--- src/hdl/mpsfr_pkg.sv ---
// Package of constants for the power-mode and function-register-space block.
// Assumes a single 100 MHz system clock and an 8-bit register port.
package mpsfr_pkg;
    // ------------------------------------------------------------
    // Address map
    // ------------------------------------------------------------
    localparam logic [7:0] SFR_BASE = 8'h80;
    localparam int SFR_SIZE = 128;
    localparam logic [7:0] BITMEM_BASE = 8'h20;
    localparam int BITMEM_SIZE = 16;
    localparam logic [7:0] ADDR_STACK = 8'h81;
    localparam logic [7:0] ADDR_PTR_LO = 8'h82;
    localparam logic [7:0] ADDR_PTR_HI = 8'h83;
    localparam logic [7:0] ADDR_POWER = 8'h87;
    localparam logic [7:0] ADDR_T0_LO = 8'h8a;
    localparam logic [7:0] ADDR_T1_LO = 8'h8b;
    localparam logic [7:0] ADDR_T0_HI = 8'h8c;
    localparam logic [7:0] ADDR_T1_HI = 8'h8d;
    localparam logic [7:0] ADDR_PORT0 = 8'h80;
    localparam logic [7:0] ADDR_PORT1 = 8'h90;
    localparam logic [7:0] ADDR_PORT2 = 8'ha0;
    localparam logic [7:0] ADDR_PORT3 = 8'hb0;
    localparam logic [7:0] ADDR_PRIO = 8'hb8;
    localparam logic [7:0] ADDR_STATUS = 8'hd0;
    // ------------------------------------------------------------
    // Reset values and field layout
    // ------------------------------------------------------------
    localparam logic [7:0] STACK_RESET = 8'h07;
    localparam logic [7:0] PORT_RESET = 8'hff;
    localparam logic [7:0] PRIO_MASK = 8'h1f;
    localparam logic [7:0] POWER_MASK = 8'h8f;
    localparam int POWER_DOZE = 0;
    localparam int POWER_DEEP = 1;
    localparam int POWER_GF0 = 2;
    localparam int POWER_GF1 = 3;
    localparam int POWER_DOUBLE = 7;
    localparam int STATUS_PARITY = 0;
    // ------------------------------------------------------------
    // Modes
    // ------------------------------------------------------------
    typedef enum logic [1:0] {
        MODE_RUN = 2'b00,
        MODE_DOZE = 2'b01,
        MODE_DEEP = 2'b10,
        MODE_EMUL = 2'b11
    } mpsfr_mode_type;
endpackage : mpsfr_pkg

--- src/hdl/mpsfr_sync.sv ---
// Two-flop synchroniser for pin inputs.
// Assumes pins are asynchronous to clk_sys.
`timescale 1ns/1ns
`default_nettype none
module mpsfr_sync #(
    parameter int WIDTH = 1
) (
    input wire logic clk_sys,
    input wire logic resetn,
    input wire logic [WIDTH-1:0] d,
    output logic [WIDTH-1:0] q
);
    logic [WIDTH-1:0] stage_reg;
    generate
        if (WIDTH < 1) begin : g_width_check
            $error("mpsfr_sync needs a WIDTH of one or more");
        end
    endgenerate
    always_ff @(posedge clk_sys or negedge resetn) begin
        if (!resetn) begin
            stage_reg <= '0;
            q <= '0;
        end else begin
            stage_reg <= d;
            q <= stage_reg;
        end
    end
endmodule : mpsfr_sync
`default_nettype wire

--- src/hdl/mpsfr_top.sv ---
// Power-mode control and function register space of an 8-bit controller.
// Assumes one 100 MHz clock, asynchronous low reset, pins passed as in/out/oe.
`timescale 1ns/1ns
`default_nettype none
// Behaviour
// - Function registers occupy 128 bytes from 80H
// - Upper region: direct hits registers, indirect memory
// - Addresses ending x0H/x8H are bit addressable
// - Unimplemented register addresses store nothing
// - Sixteen bit-addressable bytes above register banks
// - Stack pointer resets to 07H
// - Data pointer accessible as word or bytes
// - Input port latch ANDs in sampled pin state, except in deep sleep
// - Two timers count in high/low byte pairs
// - Priority holds five bits; three reserved
// - Status word carries flags, bank bits, parity
// - Power register: sleep, doze, double, flags
// - Deep sleep stops oscillator (CMOS variant only), holds strobes low
// - Reset exits deep sleep, memory kept
// - Doze gates CPU clock, strobes high
// - Enabled interrupt clears doze bit
// - Hardware reset ends doze
// - Strobe low through reset enters emulation
// - Emulation floats port 0, strobes weak high
// - Writing one to sleep bit stops oscillator (CMOS variant, not in emulation)
// - Internal clock taken from selected crystal pin
module mpsfr_top #(
    parameter bit CMOS_VARIANT = 1'b1
) (
    input wire logic clk_sys,
    input wire logic resetn,
    input wire logic [7:0] reg_addr,
    input wire logic reg_indirect,
    input wire logic [7:0] reg_wdata,
    input wire logic reg_write,
    input wire logic reg_read,
    output logic [7:0] reg_rdata,
    input wire logic bit_write,
    input wire logic [2:0] bit_index,
    input wire logic bit_value,
    input wire logic ptr_word_write,
    input wire logic [15:0] ptr_word_wdata,
    output logic [15:0] data_address_pointer,
    input wire logic [7:0] status_wdata,
    input wire logic status_write,
    input wire logic [7:0] accum_value,
    input wire logic [4:0] irq_pending,
    input wire logic [4:0] irq_enable,
    output logic irq_wake,
    input wire logic [1:0] timer_tick,
    input wire logic [31:0] port_pins_in,
    output logic [31:0] port_pins_out,
    output logic [31:0] port_pins_oe,
    input wire logic reset_pin,
    input wire logic crystal_input_pin,
    input wire logic crystal_output_pin,
    output logic osc_enable,
    output logic cpu_clock_enable,
    output logic periph_clock_enable,
    output logic clock_source,
    output logic in_circuit_emulation_mode,
    input wire logic addr_latch_in,
    output logic addr_latch_out,
    output logic addr_latch_oe,
    output logic addr_latch_weak,
    input wire logic program_fetch_strobe_in,
    output logic program_fetch_strobe_out,
    output logic program_fetch_strobe_oe,
    output logic program_fetch_strobe_weak,
    input wire logic cpu_ale,
    input wire logic cpu_fetch
);
    // ------------------------------------------------------------
    // Decoding helpers
    // ------------------------------------------------------------
    function automatic logic in_sfr(input logic [7:0] a);
        in_sfr = a[7];
    endfunction : in_sfr

    function automatic logic bit_addressable(input logic [7:0] a);
        bit_addressable = in_sfr(a) && (a[2:0] == 3'h0);
    endfunction : bit_addressable

    function automatic logic [7:0] merge_bit(input logic [7:0] old, input logic [2:0] idx,
                                             input logic val);
        logic [7:0] r;
        r = old;
        r[idx] = val;
        merge_bit = r;
    endfunction : merge_bit

    // ------------------------------------------------------------
    // Pin synchronisers
    // ------------------------------------------------------------
    logic [31:0] pins_sync;
    logic rst_pin_sync;
    logic ale_pin_sync;
    logic fetch_pin_sync;
    logic [34:0] sync_q;

    // Idle-high pins stored inverted so reset matches their idle level
    mpsfr_sync #(.WIDTH(35)) u_sync (
        .clk_sys(clk_sys),
        .resetn(resetn),
        .d({~port_pins_in, reset_pin, ~addr_latch_in, ~program_fetch_strobe_in}),
        .q(sync_q)
    );
    assign pins_sync = ~sync_q[34:3];
    assign rst_pin_sync = sync_q[2];
    assign ale_pin_sync = ~sync_q[1];
    assign fetch_pin_sync = ~sync_q[0];

    // ------------------------------------------------------------
    // Register storage
    // ------------------------------------------------------------
    logic [7:0] stack_top_pointer;
    logic [7:0] program_status_word;
    logic [7:0] interrupt_priority_reg;
    logic [7:0] power_control_reg;
    logic [7:0] port_latch_reg [4];
    logic [15:0] timer_reg [2];
    logic [7:0] bitmem_reg [mpsfr_pkg::BITMEM_SIZE];
    logic [7:0] upper_mem_reg [mpsfr_pkg::SFR_SIZE];
    mpsfr_pkg::mpsfr_mode_type mode_reg;
    logic rst_seen_reg;
    logic ale_low_in_reset_reg;
    logic [7:0] rdata_next;

    wire direct_wr = reg_write && !reg_indirect;
    wire indirect_wr = reg_write && reg_indirect && in_sfr(reg_addr);
    wire bit_wr = bit_write && bit_addressable(reg_addr) && !reg_indirect;
    wire hw_reset = rst_pin_sync;

    function automatic logic [7:0] wval(input logic [7:0] old);
        wval = bit_wr ? merge_bit(old, bit_index, bit_value) : reg_wdata;
    endfunction : wval

    function automatic logic hit(input logic [7:0] a);
        hit = (direct_wr || bit_wr) && (reg_addr == a);
    endfunction : hit

    // ------------------------------------------------------------
    // Stack pointer and data pointer
    // ------------------------------------------------------------
    always_ff @(posedge clk_sys or negedge resetn) begin
        if (!resetn) begin
            stack_top_pointer <= mpsfr_pkg::STACK_RESET;
        end else if (hw_reset) begin
            stack_top_pointer <= mpsfr_pkg::STACK_RESET;
        end else if (hit(mpsfr_pkg::ADDR_STACK)) begin
            stack_top_pointer <= wval(stack_top_pointer);
        end
    end

    always_ff @(posedge clk_sys or negedge resetn) begin
        if (!resetn) begin
            data_address_pointer <= 16'h0000;
        end else if (hw_reset) begin
            data_address_pointer <= 16'h0000;
        end else if (ptr_word_write) begin
            data_address_pointer <= ptr_word_wdata;
        end else if (hit(mpsfr_pkg::ADDR_PTR_LO)) begin
            data_address_pointer[7:0] <= wval(data_address_pointer[7:0]);
        end else if (hit(mpsfr_pkg::ADDR_PTR_HI)) begin
            data_address_pointer[15:8] <= wval(data_address_pointer[15:8]);
        end
    end

    // ------------------------------------------------------------
    // Status word, priority, power control
    // ------------------------------------------------------------
    wire [7:0] status_merged = wval(program_status_word);

    always_ff @(posedge clk_sys or negedge resetn) begin
        if (!resetn) begin
            program_status_word <= 8'h00;
        end else if (hw_reset) begin
            program_status_word <= 8'h00;
        end else if (status_write) begin
            program_status_word[7:1] <= status_wdata[7:1];
            program_status_word[mpsfr_pkg::STATUS_PARITY] <= ^accum_value;
        end else if (hit(mpsfr_pkg::ADDR_STATUS)) begin
            program_status_word[7:1] <= status_merged[7:1];
            program_status_word[mpsfr_pkg::STATUS_PARITY] <= ^accum_value;
        end else begin
            program_status_word[mpsfr_pkg::STATUS_PARITY] <= ^accum_value;
        end
    end

    always_ff @(posedge clk_sys or negedge resetn) begin
        if (!resetn) begin
            interrupt_priority_reg <= 8'h00;
        end else if (hw_reset) begin
            interrupt_priority_reg <= 8'h00;
        end else if (hit(mpsfr_pkg::ADDR_PRIO)) begin
            interrupt_priority_reg <= wval(interrupt_priority_reg) & mpsfr_pkg::PRIO_MASK;
        end
    end

    wire any_irq = |(irq_pending & irq_enable);
    assign irq_wake = (mode_reg == mpsfr_pkg::MODE_DOZE) && any_irq;

    always_ff @(posedge clk_sys or negedge resetn) begin
        if (!resetn) begin
            power_control_reg <= 8'h00;
        end else if (hw_reset) begin
            power_control_reg <= 8'h00;
        end else if (mode_reg == mpsfr_pkg::MODE_DEEP) begin
            power_control_reg <= power_control_reg;
        end else if (hit(mpsfr_pkg::ADDR_POWER)) begin
            power_control_reg <= wval(power_control_reg) & mpsfr_pkg::POWER_MASK;
        end else if (any_irq) begin
            power_control_reg[mpsfr_pkg::POWER_DOZE] <= 1'b0;
        end
    end

    // ------------------------------------------------------------
    // Port latches and timers
    // ------------------------------------------------------------
    genvar gp;
    generate
        for (gp = 0; gp < 4; gp++) begin : g_port
            localparam logic [7:0] PADDR = 8'h80 + 8'(gp * 16);
            always_ff @(posedge clk_sys or negedge resetn) begin
                if (!resetn) begin
                    port_latch_reg[gp] <= mpsfr_pkg::PORT_RESET;
                end else if (hw_reset) begin
                    port_latch_reg[gp] <= mpsfr_pkg::PORT_RESET;
                end else if (hit(PADDR)) begin
                    port_latch_reg[gp] <= wval(port_latch_reg[gp]);
                end else if (mode_reg != mpsfr_pkg::MODE_DEEP) begin
                    port_latch_reg[gp] <= port_latch_reg[gp] & pins_sync[gp*8 +: 8];
                end
            end
            assign port_pins_out[gp*8 +: 8] = port_latch_reg[gp];
            assign port_pins_oe[gp*8 +: 8] = (gp == 0 && mode_reg == mpsfr_pkg::MODE_EMUL) ?
                8'h00 : ~port_latch_reg[gp];
        end
    endgenerate

    genvar gt;
    generate
        for (gt = 0; gt < 2; gt++) begin : g_timer
            localparam logic [7:0] LADDR = gt == 0 ? mpsfr_pkg::ADDR_T0_LO : mpsfr_pkg::ADDR_T1_LO;
            localparam logic [7:0] HADDR = gt == 0 ? mpsfr_pkg::ADDR_T0_HI : mpsfr_pkg::ADDR_T1_HI;
            always_ff @(posedge clk_sys or negedge resetn) begin
                if (!resetn) begin
                    timer_reg[gt] <= 16'h0000;
                end else if (hw_reset) begin
                    timer_reg[gt] <= 16'h0000;
                end else if (hit(LADDR)) begin
                    timer_reg[gt][7:0] <= wval(timer_reg[gt][7:0]);
                end else if (hit(HADDR)) begin
                    timer_reg[gt][15:8] <= wval(timer_reg[gt][15:8]);
                end else if (timer_tick[gt] && mode_reg != mpsfr_pkg::MODE_DEEP) begin
                    timer_reg[gt] <= timer_reg[gt] + 16'h0001;
                end
            end
        end
    endgenerate

    // ------------------------------------------------------------
    // Internal memory: bit block and indirect upper half
    // ------------------------------------------------------------
    genvar gm;
    generate
        for (gm = 0; gm < mpsfr_pkg::BITMEM_SIZE; gm++) begin : g_bitmem
            always_ff @(posedge clk_sys or negedge resetn) begin
                if (!resetn) begin
                    bitmem_reg[gm] <= 8'h00;
                end else if (bit_write && reg_addr == mpsfr_pkg::BITMEM_BASE + 8'(gm)) begin
                    bitmem_reg[gm] <= merge_bit(bitmem_reg[gm], bit_index, bit_value);
                end else if (reg_write && reg_addr == mpsfr_pkg::BITMEM_BASE + 8'(gm)) begin
                    bitmem_reg[gm] <= reg_wdata;
                end
            end
        end
        for (gm = 0; gm < mpsfr_pkg::SFR_SIZE; gm++) begin : g_upper
            always_ff @(posedge clk_sys) begin
                if (indirect_wr && reg_addr[6:0] == 7'(gm)) begin
                    upper_mem_reg[gm] <= reg_wdata;
                end
            end
        end
    endgenerate

    // ------------------------------------------------------------
    // Read path
    // ------------------------------------------------------------
    always_comb begin
        rdata_next = 8'h00;
        if (reg_indirect && in_sfr(reg_addr)) begin
            rdata_next = upper_mem_reg[reg_addr[6:0]];
        end else if (reg_addr >= mpsfr_pkg::BITMEM_BASE &&
                     reg_addr < mpsfr_pkg::BITMEM_BASE + 8'(mpsfr_pkg::BITMEM_SIZE)) begin
            rdata_next = bitmem_reg[reg_addr[3:0]];
        end else begin
            case (reg_addr)
                mpsfr_pkg::ADDR_STACK: rdata_next = stack_top_pointer;
                mpsfr_pkg::ADDR_PTR_LO: rdata_next = data_address_pointer[7:0];
                mpsfr_pkg::ADDR_PTR_HI: rdata_next = data_address_pointer[15:8];
                mpsfr_pkg::ADDR_POWER: rdata_next = power_control_reg;
                mpsfr_pkg::ADDR_T0_LO: rdata_next = timer_reg[0][7:0];
                mpsfr_pkg::ADDR_T0_HI: rdata_next = timer_reg[0][15:8];
                mpsfr_pkg::ADDR_T1_LO: rdata_next = timer_reg[1][7:0];
                mpsfr_pkg::ADDR_T1_HI: rdata_next = timer_reg[1][15:8];
                mpsfr_pkg::ADDR_PORT0: rdata_next = port_latch_reg[0];
                mpsfr_pkg::ADDR_PORT1: rdata_next = port_latch_reg[1];
                mpsfr_pkg::ADDR_PORT2: rdata_next = port_latch_reg[2];
                mpsfr_pkg::ADDR_PORT3: rdata_next = port_latch_reg[3];
                mpsfr_pkg::ADDR_PRIO: rdata_next = interrupt_priority_reg;
                mpsfr_pkg::ADDR_STATUS: rdata_next = program_status_word;
                default: rdata_next = 8'h00;
            endcase
        end
    end

    always_ff @(posedge clk_sys or negedge resetn) begin
        if (!resetn) begin
            reg_rdata <= 8'h00;
        end else if (reg_read) begin
            reg_rdata <= rdata_next;
        end else begin
            reg_rdata <= 8'h00;
        end
    end

    // ------------------------------------------------------------
    // Mode control
    // ------------------------------------------------------------
    always_ff @(posedge clk_sys or negedge resetn) begin
        if (!resetn) begin
            rst_seen_reg <= 1'b0;
            ale_low_in_reset_reg <= 1'b0;
        end else begin
            rst_seen_reg <= hw_reset;
            if (hw_reset) begin
                ale_low_in_reset_reg <= !ale_pin_sync && fetch_pin_sync;
            end
        end
    end

    always_ff @(posedge clk_sys or negedge resetn) begin
        if (!resetn) begin
            mode_reg <= mpsfr_pkg::MODE_RUN;
        end else if (hw_reset) begin
            mode_reg <= mpsfr_pkg::MODE_RUN;
        end else if (rst_seen_reg && ale_low_in_reset_reg && !ale_pin_sync) begin
            mode_reg <= mpsfr_pkg::MODE_EMUL;
        end else begin
            case (mode_reg)
                mpsfr_pkg::MODE_RUN: begin
                    if (power_control_reg[mpsfr_pkg::POWER_DEEP]) begin
                        mode_reg <= mpsfr_pkg::MODE_DEEP;
                    end else if (power_control_reg[mpsfr_pkg::POWER_DOZE]) begin
                        mode_reg <= mpsfr_pkg::MODE_DOZE;
                    end
                end
                mpsfr_pkg::MODE_DOZE: begin
                    if (power_control_reg[mpsfr_pkg::POWER_DEEP]) begin
                        mode_reg <= mpsfr_pkg::MODE_DEEP;
                    end else if (!power_control_reg[mpsfr_pkg::POWER_DOZE]) begin
                        mode_reg <= mpsfr_pkg::MODE_RUN;
                    end
                end
                mpsfr_pkg::MODE_DEEP: mode_reg <= mpsfr_pkg::MODE_DEEP;
                mpsfr_pkg::MODE_EMUL: mode_reg <= mpsfr_pkg::MODE_EMUL;
                default: mode_reg <= mpsfr_pkg::MODE_RUN;
            endcase
        end
    end

    // ------------------------------------------------------------
    // Clock gating and strobe pins
    // ------------------------------------------------------------
    wire deep = mode_reg == mpsfr_pkg::MODE_DEEP;
    wire doze = mode_reg == mpsfr_pkg::MODE_DOZE;
    wire emul = mode_reg == mpsfr_pkg::MODE_EMUL;

    assign osc_enable = !(deep && CMOS_VARIANT);
    assign cpu_clock_enable = !deep && !doze && !emul;
    assign periph_clock_enable = !deep;
    assign clock_source = CMOS_VARIANT ? crystal_input_pin : crystal_output_pin;
    assign in_circuit_emulation_mode = emul;

    assign addr_latch_out = deep ? 1'b0 : (doze ? 1'b1 : cpu_ale);
    assign program_fetch_strobe_out = deep ? 1'b0 : (doze ? 1'b1 : cpu_fetch);
    assign addr_latch_oe = !emul && !hw_reset;
    assign program_fetch_strobe_oe = !emul && !hw_reset;
    assign addr_latch_weak = emul;
    assign program_fetch_strobe_weak = emul;

    // ------------------------------------------------------------
    // Checks
    // ------------------------------------------------------------
    a_deep_strobes_low: assert property (@(posedge clk_sys) disable iff (!resetn)
        deep |-> !addr_latch_out && !program_fetch_strobe_out && !osc_enable == CMOS_VARIANT)
        else $error("strobes not low in deep sleep");
    a_doze_strobes_high: assert property (@(posedge clk_sys) disable iff (!resetn)
        doze |-> addr_latch_out && program_fetch_strobe_out && !cpu_clock_enable)
        else $error("doze pin state wrong");
    a_doze_irq_wake: assert property (@(posedge clk_sys) disable iff (!resetn)
        doze && any_irq && !hw_reset && !hit(mpsfr_pkg::ADDR_POWER) |=> ##1 !doze)
        else $error("interrupt did not end doze");
    a_stack_reset: assert property (@(posedge clk_sys) disable iff (!resetn)
        hw_reset |=> stack_top_pointer == 8'h07)
        else $error("stack pointer not 07H");
    a_reset_ends_mode: assert property (@(posedge clk_sys) disable iff (!resetn)
        hw_reset |=> mode_reg == mpsfr_pkg::MODE_RUN)
        else $error("reset did not end mode");
    a_prio_reserved: assert property (@(posedge clk_sys) disable iff (!resetn)
        interrupt_priority_reg[7:5] == 3'h0)
        else $error("priority reserved bits set");
    a_unmapped_zero: assert property (@(posedge clk_sys) disable iff (!resetn)
        reg_read && !reg_indirect && reg_addr == 8'hff |=> reg_rdata == 8'h00)
        else $error("unmapped address returned data");
    a_emul_port_float: assert property (@(posedge clk_sys) disable iff (!resetn)
        emul |-> port_pins_oe[7:0] == 8'h00 && addr_latch_weak && osc_enable)
        else $error("emulation pins wrong");
endmodule : mpsfr_top
`default_nettype wire

--- config.mk ---
export PLATFORM = sky130hd
export DESIGN_NAME = mpsfr_top
export DESIGN_NICKNAME = d
export VERILOG_FILES = /design/src/hdl/mpsfr_pkg.sv /design/src/hdl/mpsfr_sync.sv /design/src/hdl/mpsfr_top.sv
export SDC_FILE = /design/constraint.sdc
export NUM_CORES = 2
export LEC_CHECK = 0
export BUFFER_PORTS_ARGS = -buffer_cell sky130_fd_sc_hd__buf_2
export CELL_PAD_IN_SITES_DETAIL_PLACEMENT = 1
export CELL_PAD_IN_SITES_GLOBAL_PLACEMENT = 1
export CORE_ASPECT_RATIO = 0.75
export CORE_MARGIN = 2
export CORE_UTILIZATION = 48
export CTS_BUF_LIST = sky130_fd_sc_hd__clkbuf_8 sky130_fd_sc_hd__clkbuf_16
export DETAILED_ROUTE_END_ITERATION = 7
export PLACE_DENSITY_LB_ADDON = 0.15
export SKIP_LAST_GASP = 1
export SLEW_MARGIN = 10
export SYNTH_ARGS = -nofsm -noshare
export SYNTH_HDL_FRONTEND = slang
export SYNTH_HIERARCHICAL = 1
export SYNTH_SLANG_ARGS = --single-unit
--- constraint.sdc ---
create_clock -name clk_sys -period 2.18 [get_ports clk_sys]
set_clock_uncertainty 0.1 [all_clocks]
set_input_delay 0.436 -clock clk_sys [delete_from_list [all_inputs] [get_ports clk_sys]]
set_output_delay 0.436 -clock clk_sys [all_outputs]
set_load 0.01 [all_outputs]
# Word level (Yosys, flattened, before mapping)
# Memories as Yosys holds them, arrays and structs flattened.
# Cells that the tools add are included.
# totals
register_bits	322
ram_bits	1024
inputBits	111
output_inout_bits	100
n_memories	1
# memory_table
memory	depth	width	read_ports	rd_ports_with_merged_regs	wr	line	text
upper_mem_reg	128	8	1	0	1	mpsfr_top.sv:123	logic [7:0] upper_mem_reg [mpsfr_pkg::SFR_SIZE];
# op_classes
addsub	2
magnitude_cmp	5
eq_ne	169
mux	775
n_bitwise	15
reduce_logical	369
# ops
operator	count
two-way mux 8 bit	209
OR reduction 8 bit	127
two-way mux 7 bit	129
== test 7 bit (second input constant)	64
two-way mux 1 bit	390
bitwise mux 8 bit	30
== test 7 x 6 -> 1 bit (second input constant)	32
logical AND 1 bit	192
== test 8 x 6 -> 1 bit (second input constant)	16
== test 7 x 5 -> 1 bit (second input constant)	16
== test 8 bit (second input constant)	14
case mux 8 bit (14 select lines)	1
two-way mux 16 bit	6
NOT 32 bit	2
== test 7 x 4 -> 1 bit (second input constant)	8
nonzero test 2 bit	19
nonzero test 3 bit	12
adder 16 x 1 -> 16 bit (second input constant)	2
AND 8 bit	4
binary-select mux 8 bit (select 4 bit)	1
NOT 8 bit	4
== test 7 x 3 -> 1 bit (second input constant)	4
AND reduction 2 bit	8
== test 7 x 2 -> 1 bit (second input constant)	2
27 further kinds	43

# Logic depth before layout (Yosys ltp)
# depth
depth_word	133
ltp_mapped	11
depth_no_buf	7

# Modules after synthesis
# The synthesis kept the hierarchy.
# modules_own_cells
module	instances	cells_each	area_each_um2	seq_area_each_um2
mpsfr_top	1	3361	54546.1	36949.2
mpsfr_sync	1	70	1751.7	1751.7

# Worst setup path before layout
# No wires, ideal clock.
# synth_path
path_kind	input to register
start	input port reg_addr[1]
end	memory upper_mem_reg[84][0] (enable)
arrival_time_ps	2103
path_slack_ps	-393
stages	7
path_cell_list	buf_4 or3b_2 clkbuf_1 clkbuf_1 nor2_1 nand2_1 nor2_1
# synth_between
elab_chain_len	132
word_cells_on_any_way	893
# synth_rtl
item	line	text
start, declared	mpsfr_top.sv:32	input wire logic [7:0] reg_addr,
== test 7 x 1 -> 1 bit	mpsfr_top.sv:280	if (indirect_wr && reg_addr[6:0] == 7'(gm)) begin
logical AND 1 bit	mpsfr_top.sv:280	
two-way mux 1 bit	mpsfr_top.sv:280	
two-way mux 1 bit (not written as such)	mpsfr_top.sv:281	upper_mem_reg[gm] <= reg_wdata;
OR reduction 8 bit (no line)	n/a	
two-way mux 7 bit (no line) or two-way mux 1 bit (tied branches) (127 in series)	n/a	
end, declared	mpsfr_top.sv:123	
# Several ways; a longest one is shown, not always the timed one.

# Worst setup path after layout
# layout_path
start	input port reg_addr[1]
end	register reg_rdata[3]
# layout_between
elab_chain_len	7
word_cells_on_any_way	26
# layout_rtl
item	line	text
branches (longest 5 deep; another with memory read (128 x 8 bit))	n/a	
two-way mux 8 bit *	mpsfr_top.sv:292	if (reg_indirect && in_sfr(reg_addr)) begin
two-way mux 8 bit *	mpsfr_top.sv:321	end else if (reg_read) begin
end signal, assigned	mpsfr_top.sv:322	reg_rdata <= rdata_next;
end, declared	mpsfr_top.sv:37	output logic [7:0] reg_rdata,
# Every way passes the cells marked *. The select of a mux whose other input is x is not followed.
# A chain may end at the register's enable or synchronous reset.

==> metrics.csv <==
stage;metric;value;unit
critical_path;crit_fanout;12;
critical_path;endpoint_kind;flop;
cells_and_area;largest_reg_flops;1024;
critical_path;worstSetupStartpointType;primary input;
synthesis;avgSynthCellArea;16.4;sq um
hold_path;hold_end;power_control_reg[0]$_DFFE_PN0P_;
critical_path;r2r_start;bitmem_reg[96]$_DFFE_PN0P_;
synthesis;yosys_warnings;6;
cts;clk_latency;770;ps
critical_path;worstPathArrival;2960;ps
cts;clock_path_buffers;3;
timing;rsz0062_at_grt;true;
timing;hold_viol_final;0;
cells_and_area;final_cells;5987;
die;io_pins;211;
cells_and_area;finish.utilization;61.0;%
die;core_area;116000;sq um
critical_path;required;2750;ps
die;dieWidth;399;microns
detailed_routing;ant_nets;0;
timing;period_needed;2390;ps
cells_and_area;final_cell_mix;edfxtp_1 (1,024), buf_4 (619), dfrtp_1 (277);
placed_design;dp_cells;5655;
detailed_routing;drc;0;
power_and_ir_drop;p_leak;26.1;nW
run_status;violations;setup timing;
synthesis;seq_area_frac_synth;68.7;%
timing;fmax;0.419;GHz
global_route;antenna_found_initial;17;
placed_design;routabilityCongestion;0.969;
synthesis;syn_nets;3544;
critical_path;r2r-end;reg_rdata[0]$_DFF_PN0_;
detailed_routing;wl;201;mm
die;initial_core_util;48.5;%
cells_and_area;fin_nets;4450;
global_route;grt_pass1_vias;40700;
placed_design;place.detailed.hpwl;135;mm
power_and_ir_drop;irDropWorstVdd;0.736;mV
detailed_routing;first_pass_iters;7;
timing;setup_viol;23;
synthesis;ys_ff_latch;1340;
synthesis;async_flop_share;23.6;%
die;placementRows;108;
cells_and_area;fillerInstances;10400;
power_and_ir_drop;power_density;787;nW/um^2
run;maxCapViolations;0;
synthesis;netlist_area;56300;sq um
synthesis;synth_ff_type;edfxtp_1;
timing;drv_slew;0;
run_status;status;finished, violations left;
hold_path;hold_start;irq_enable[4];
cts;clock_sinks;1340;
die;dieArea;120000;sq um
detailed_routing;viasPerCell;6.55;
synthesis;synth_edf_count;1024;
cells_and_area;drive_gt1_share;36.4;%
critical_path;cp_slowest_cell;or3b_4;
detailed_routing;via_count;39200;
timing;slew_headroom;45.4;%
synthesis;synthCells;3431;
cts;clk_pin_slew;60;ps
timing;finalWorstSetupSlack;-209;ps
cts;cts_root_buf;clkbuf_16;
cts;cts_buffers;136;
hold_path;whs_path_depth;6;
cts;cts_tree;built;
synthesis;ys_types;97;
global_route;grt_pass1_wl;290;mm
cells_and_area;area_growth;25.8;%
critical_path;slowest_delay;510;ps
cells_and_area;final_common_cell;edfxtp_1;
detailed_routing;drtIter0Drc;5405;
critical_path;worstPathCellList;buf_8, buf_6, buf_4, or3b_4, o221ai_4, a21oi_1, a21oi_2, nand4_1, a311oi_2;
critical_path;r2r_cells;6;
global_route;grt_max_degree;129;
die;dieHeight;301;microns
timing;fin_crit_sh;110;%
global_route;grt_use_total;33.6;%
placed_design;portBuffers;206;
detailed_routing;wl_per_cell;33.5;microns
global_route;globalRoute.totalOverflow;0;
hold_path;hold_class;primary input to flop;
critical_path;rrSetupSlack;-170;ps
critical_path;crit_type;primary input to flop;
timing;worst_pin_slew;817;ps
cts;htree_levels;4;
-- report_power, final --
group          total [W]  leakage (nW)  internal [W]  switching [W]
Combinational    0.00455          10.6       0.00187        0.00268
Clock             0.0231          2.24        0.0131        0.00995
Sequential        0.0281          13.3        0.0279       0.000261
-- area by class of cell --
type	instances	area, sq um	share of cell area (%)
inverters	81	304	0.429
clock inverters	81	528	0.745
flip-flops and latches	1340	38700	54.6
clock buffers	155	3780	5.33
repair buffers	1023	9150	12.9
well taps	1540	1930	2.72
diodes	12	30.0	0.0424
multi-input cells	1755	16400	23.2
-- kinds of logic after synthesis --
family / Yosys count / synth area share, %
flops: 1340 / 68.7
compound gates: 736 / 9.51
simple gates: 640 / 5.74
mux: 369 / 12.8
buf+inv: 337 / 3.05
xor+xnor: 7 / 0.109
fa+ha+maj: 2 / 0.0444
-- metrics by stage --
| stage | worst slack (ps) | hold WS (ps) | power, W | setup TNS [ps] | instance area (sq um) |
|---|---|---|---|---|---|
| after floorplan | -354 | 40.4 | 0.0304 | -279300 | 56400 |
| after global placement | -1490 | 231 | 0.0327 | -470910 | 65200 |
| after detailed placement | -1500 | 236 | 0.0328 | -506070 | 65200 |
| after CTS | -147 | 14.9 | 0.0558 | -1880 | 70500 |
| after global routing | -177 | 64.8 | 0.0571 | -2400 | 70800 |
| final | -209 | 76.6 | 0.0557 | -1600 | 70800 |
-- worst max-delay path by stage --
stage	start	end	slack, ps	depth (start not counted)
2_1_floorplan	reg_addr[3]	upper_mem_reg[105][0]$_DFFE_PP_	-350	7
3_3_place_gp	reg_addr[1]	reg_rdata[3]$_DFF_PN0_	-1490	9
3_5_place_dp	reg_addr[1]	reg_rdata[3]$_DFF_PN0_	-1500	9
4_1_cts	mode_reg[1]$_DFFE_PN0P_	port_pins_oe[6]	-150	4
5_1_grt	reg_addr[1]	reg_rdata[3]$_DFF_PN0_	-180	9
6_report	reg_addr[1]	reg_rdata[3]$_DFF_PN0_	-210	9
-- layer usage --
layer	GRT usage (%)	vias to the layer above	share of wire, %
li1	-	15700	-
met1	50.2	20800	42
met2	50.0	2310	45
met3	6.68	369	9.9
met4	10.5	2	3.0
met5	0	-	0.0055
-- critical path, delay by kind of cell --
family,cells,cell delay [ps]
buffers and inverters,3,560
AOI/OAI and AO/OA,4,1030
and+or+nand+nor,2,910
-- cell usage after synthesis, drive strengths merged (6+ instances only) --
cell	count	area, sq um
a22o	13	114
o211ai	130	976
a221o	22	220
a221oi	15	131
clkbuf	100	375
or3b	8	72.6
a2111oi	6	52.6
inv	73	274
nand3	43	215
nand2	166	638
edfxtp	1024	30700
and4	6	52.6
o41ai	10	95.1
mux2	8	93.8
o31ai	24	180
a22oi	78	586
xnor2	7	61.3
o22ai	20	125
a2bb2oi	6	52.6
a31oi	17	128
nor4b	6	86.3
buf	156	1040
dfrtp	281	7030
o21ai	106	542
nand4	17	106
nor3	33	214
mux2i	85	896
a211oi	24	180
clkinv	8	30.0
dfstp	35	920
mux4	276	6220
a222oi	6	60.1
nand2b	9	56.3
o221ai	134	1170
nor2b	24	150
a21oi	96	484
nand3b	8	60.1
and3	49	307
and2	12	75.1
nor2	221	867
-- timing repair --
item	4_1_cts	5_1_grt
setup endpoints to repair	31	75
buffers inserted	10	10
gates resized for setup	61	57
hold buffers	63	0
endpoints found under the hold margin	173	0
gates cloned	1	1
pin swaps	18	16
No activity file was read; power rests on OpenSTA's default activity.
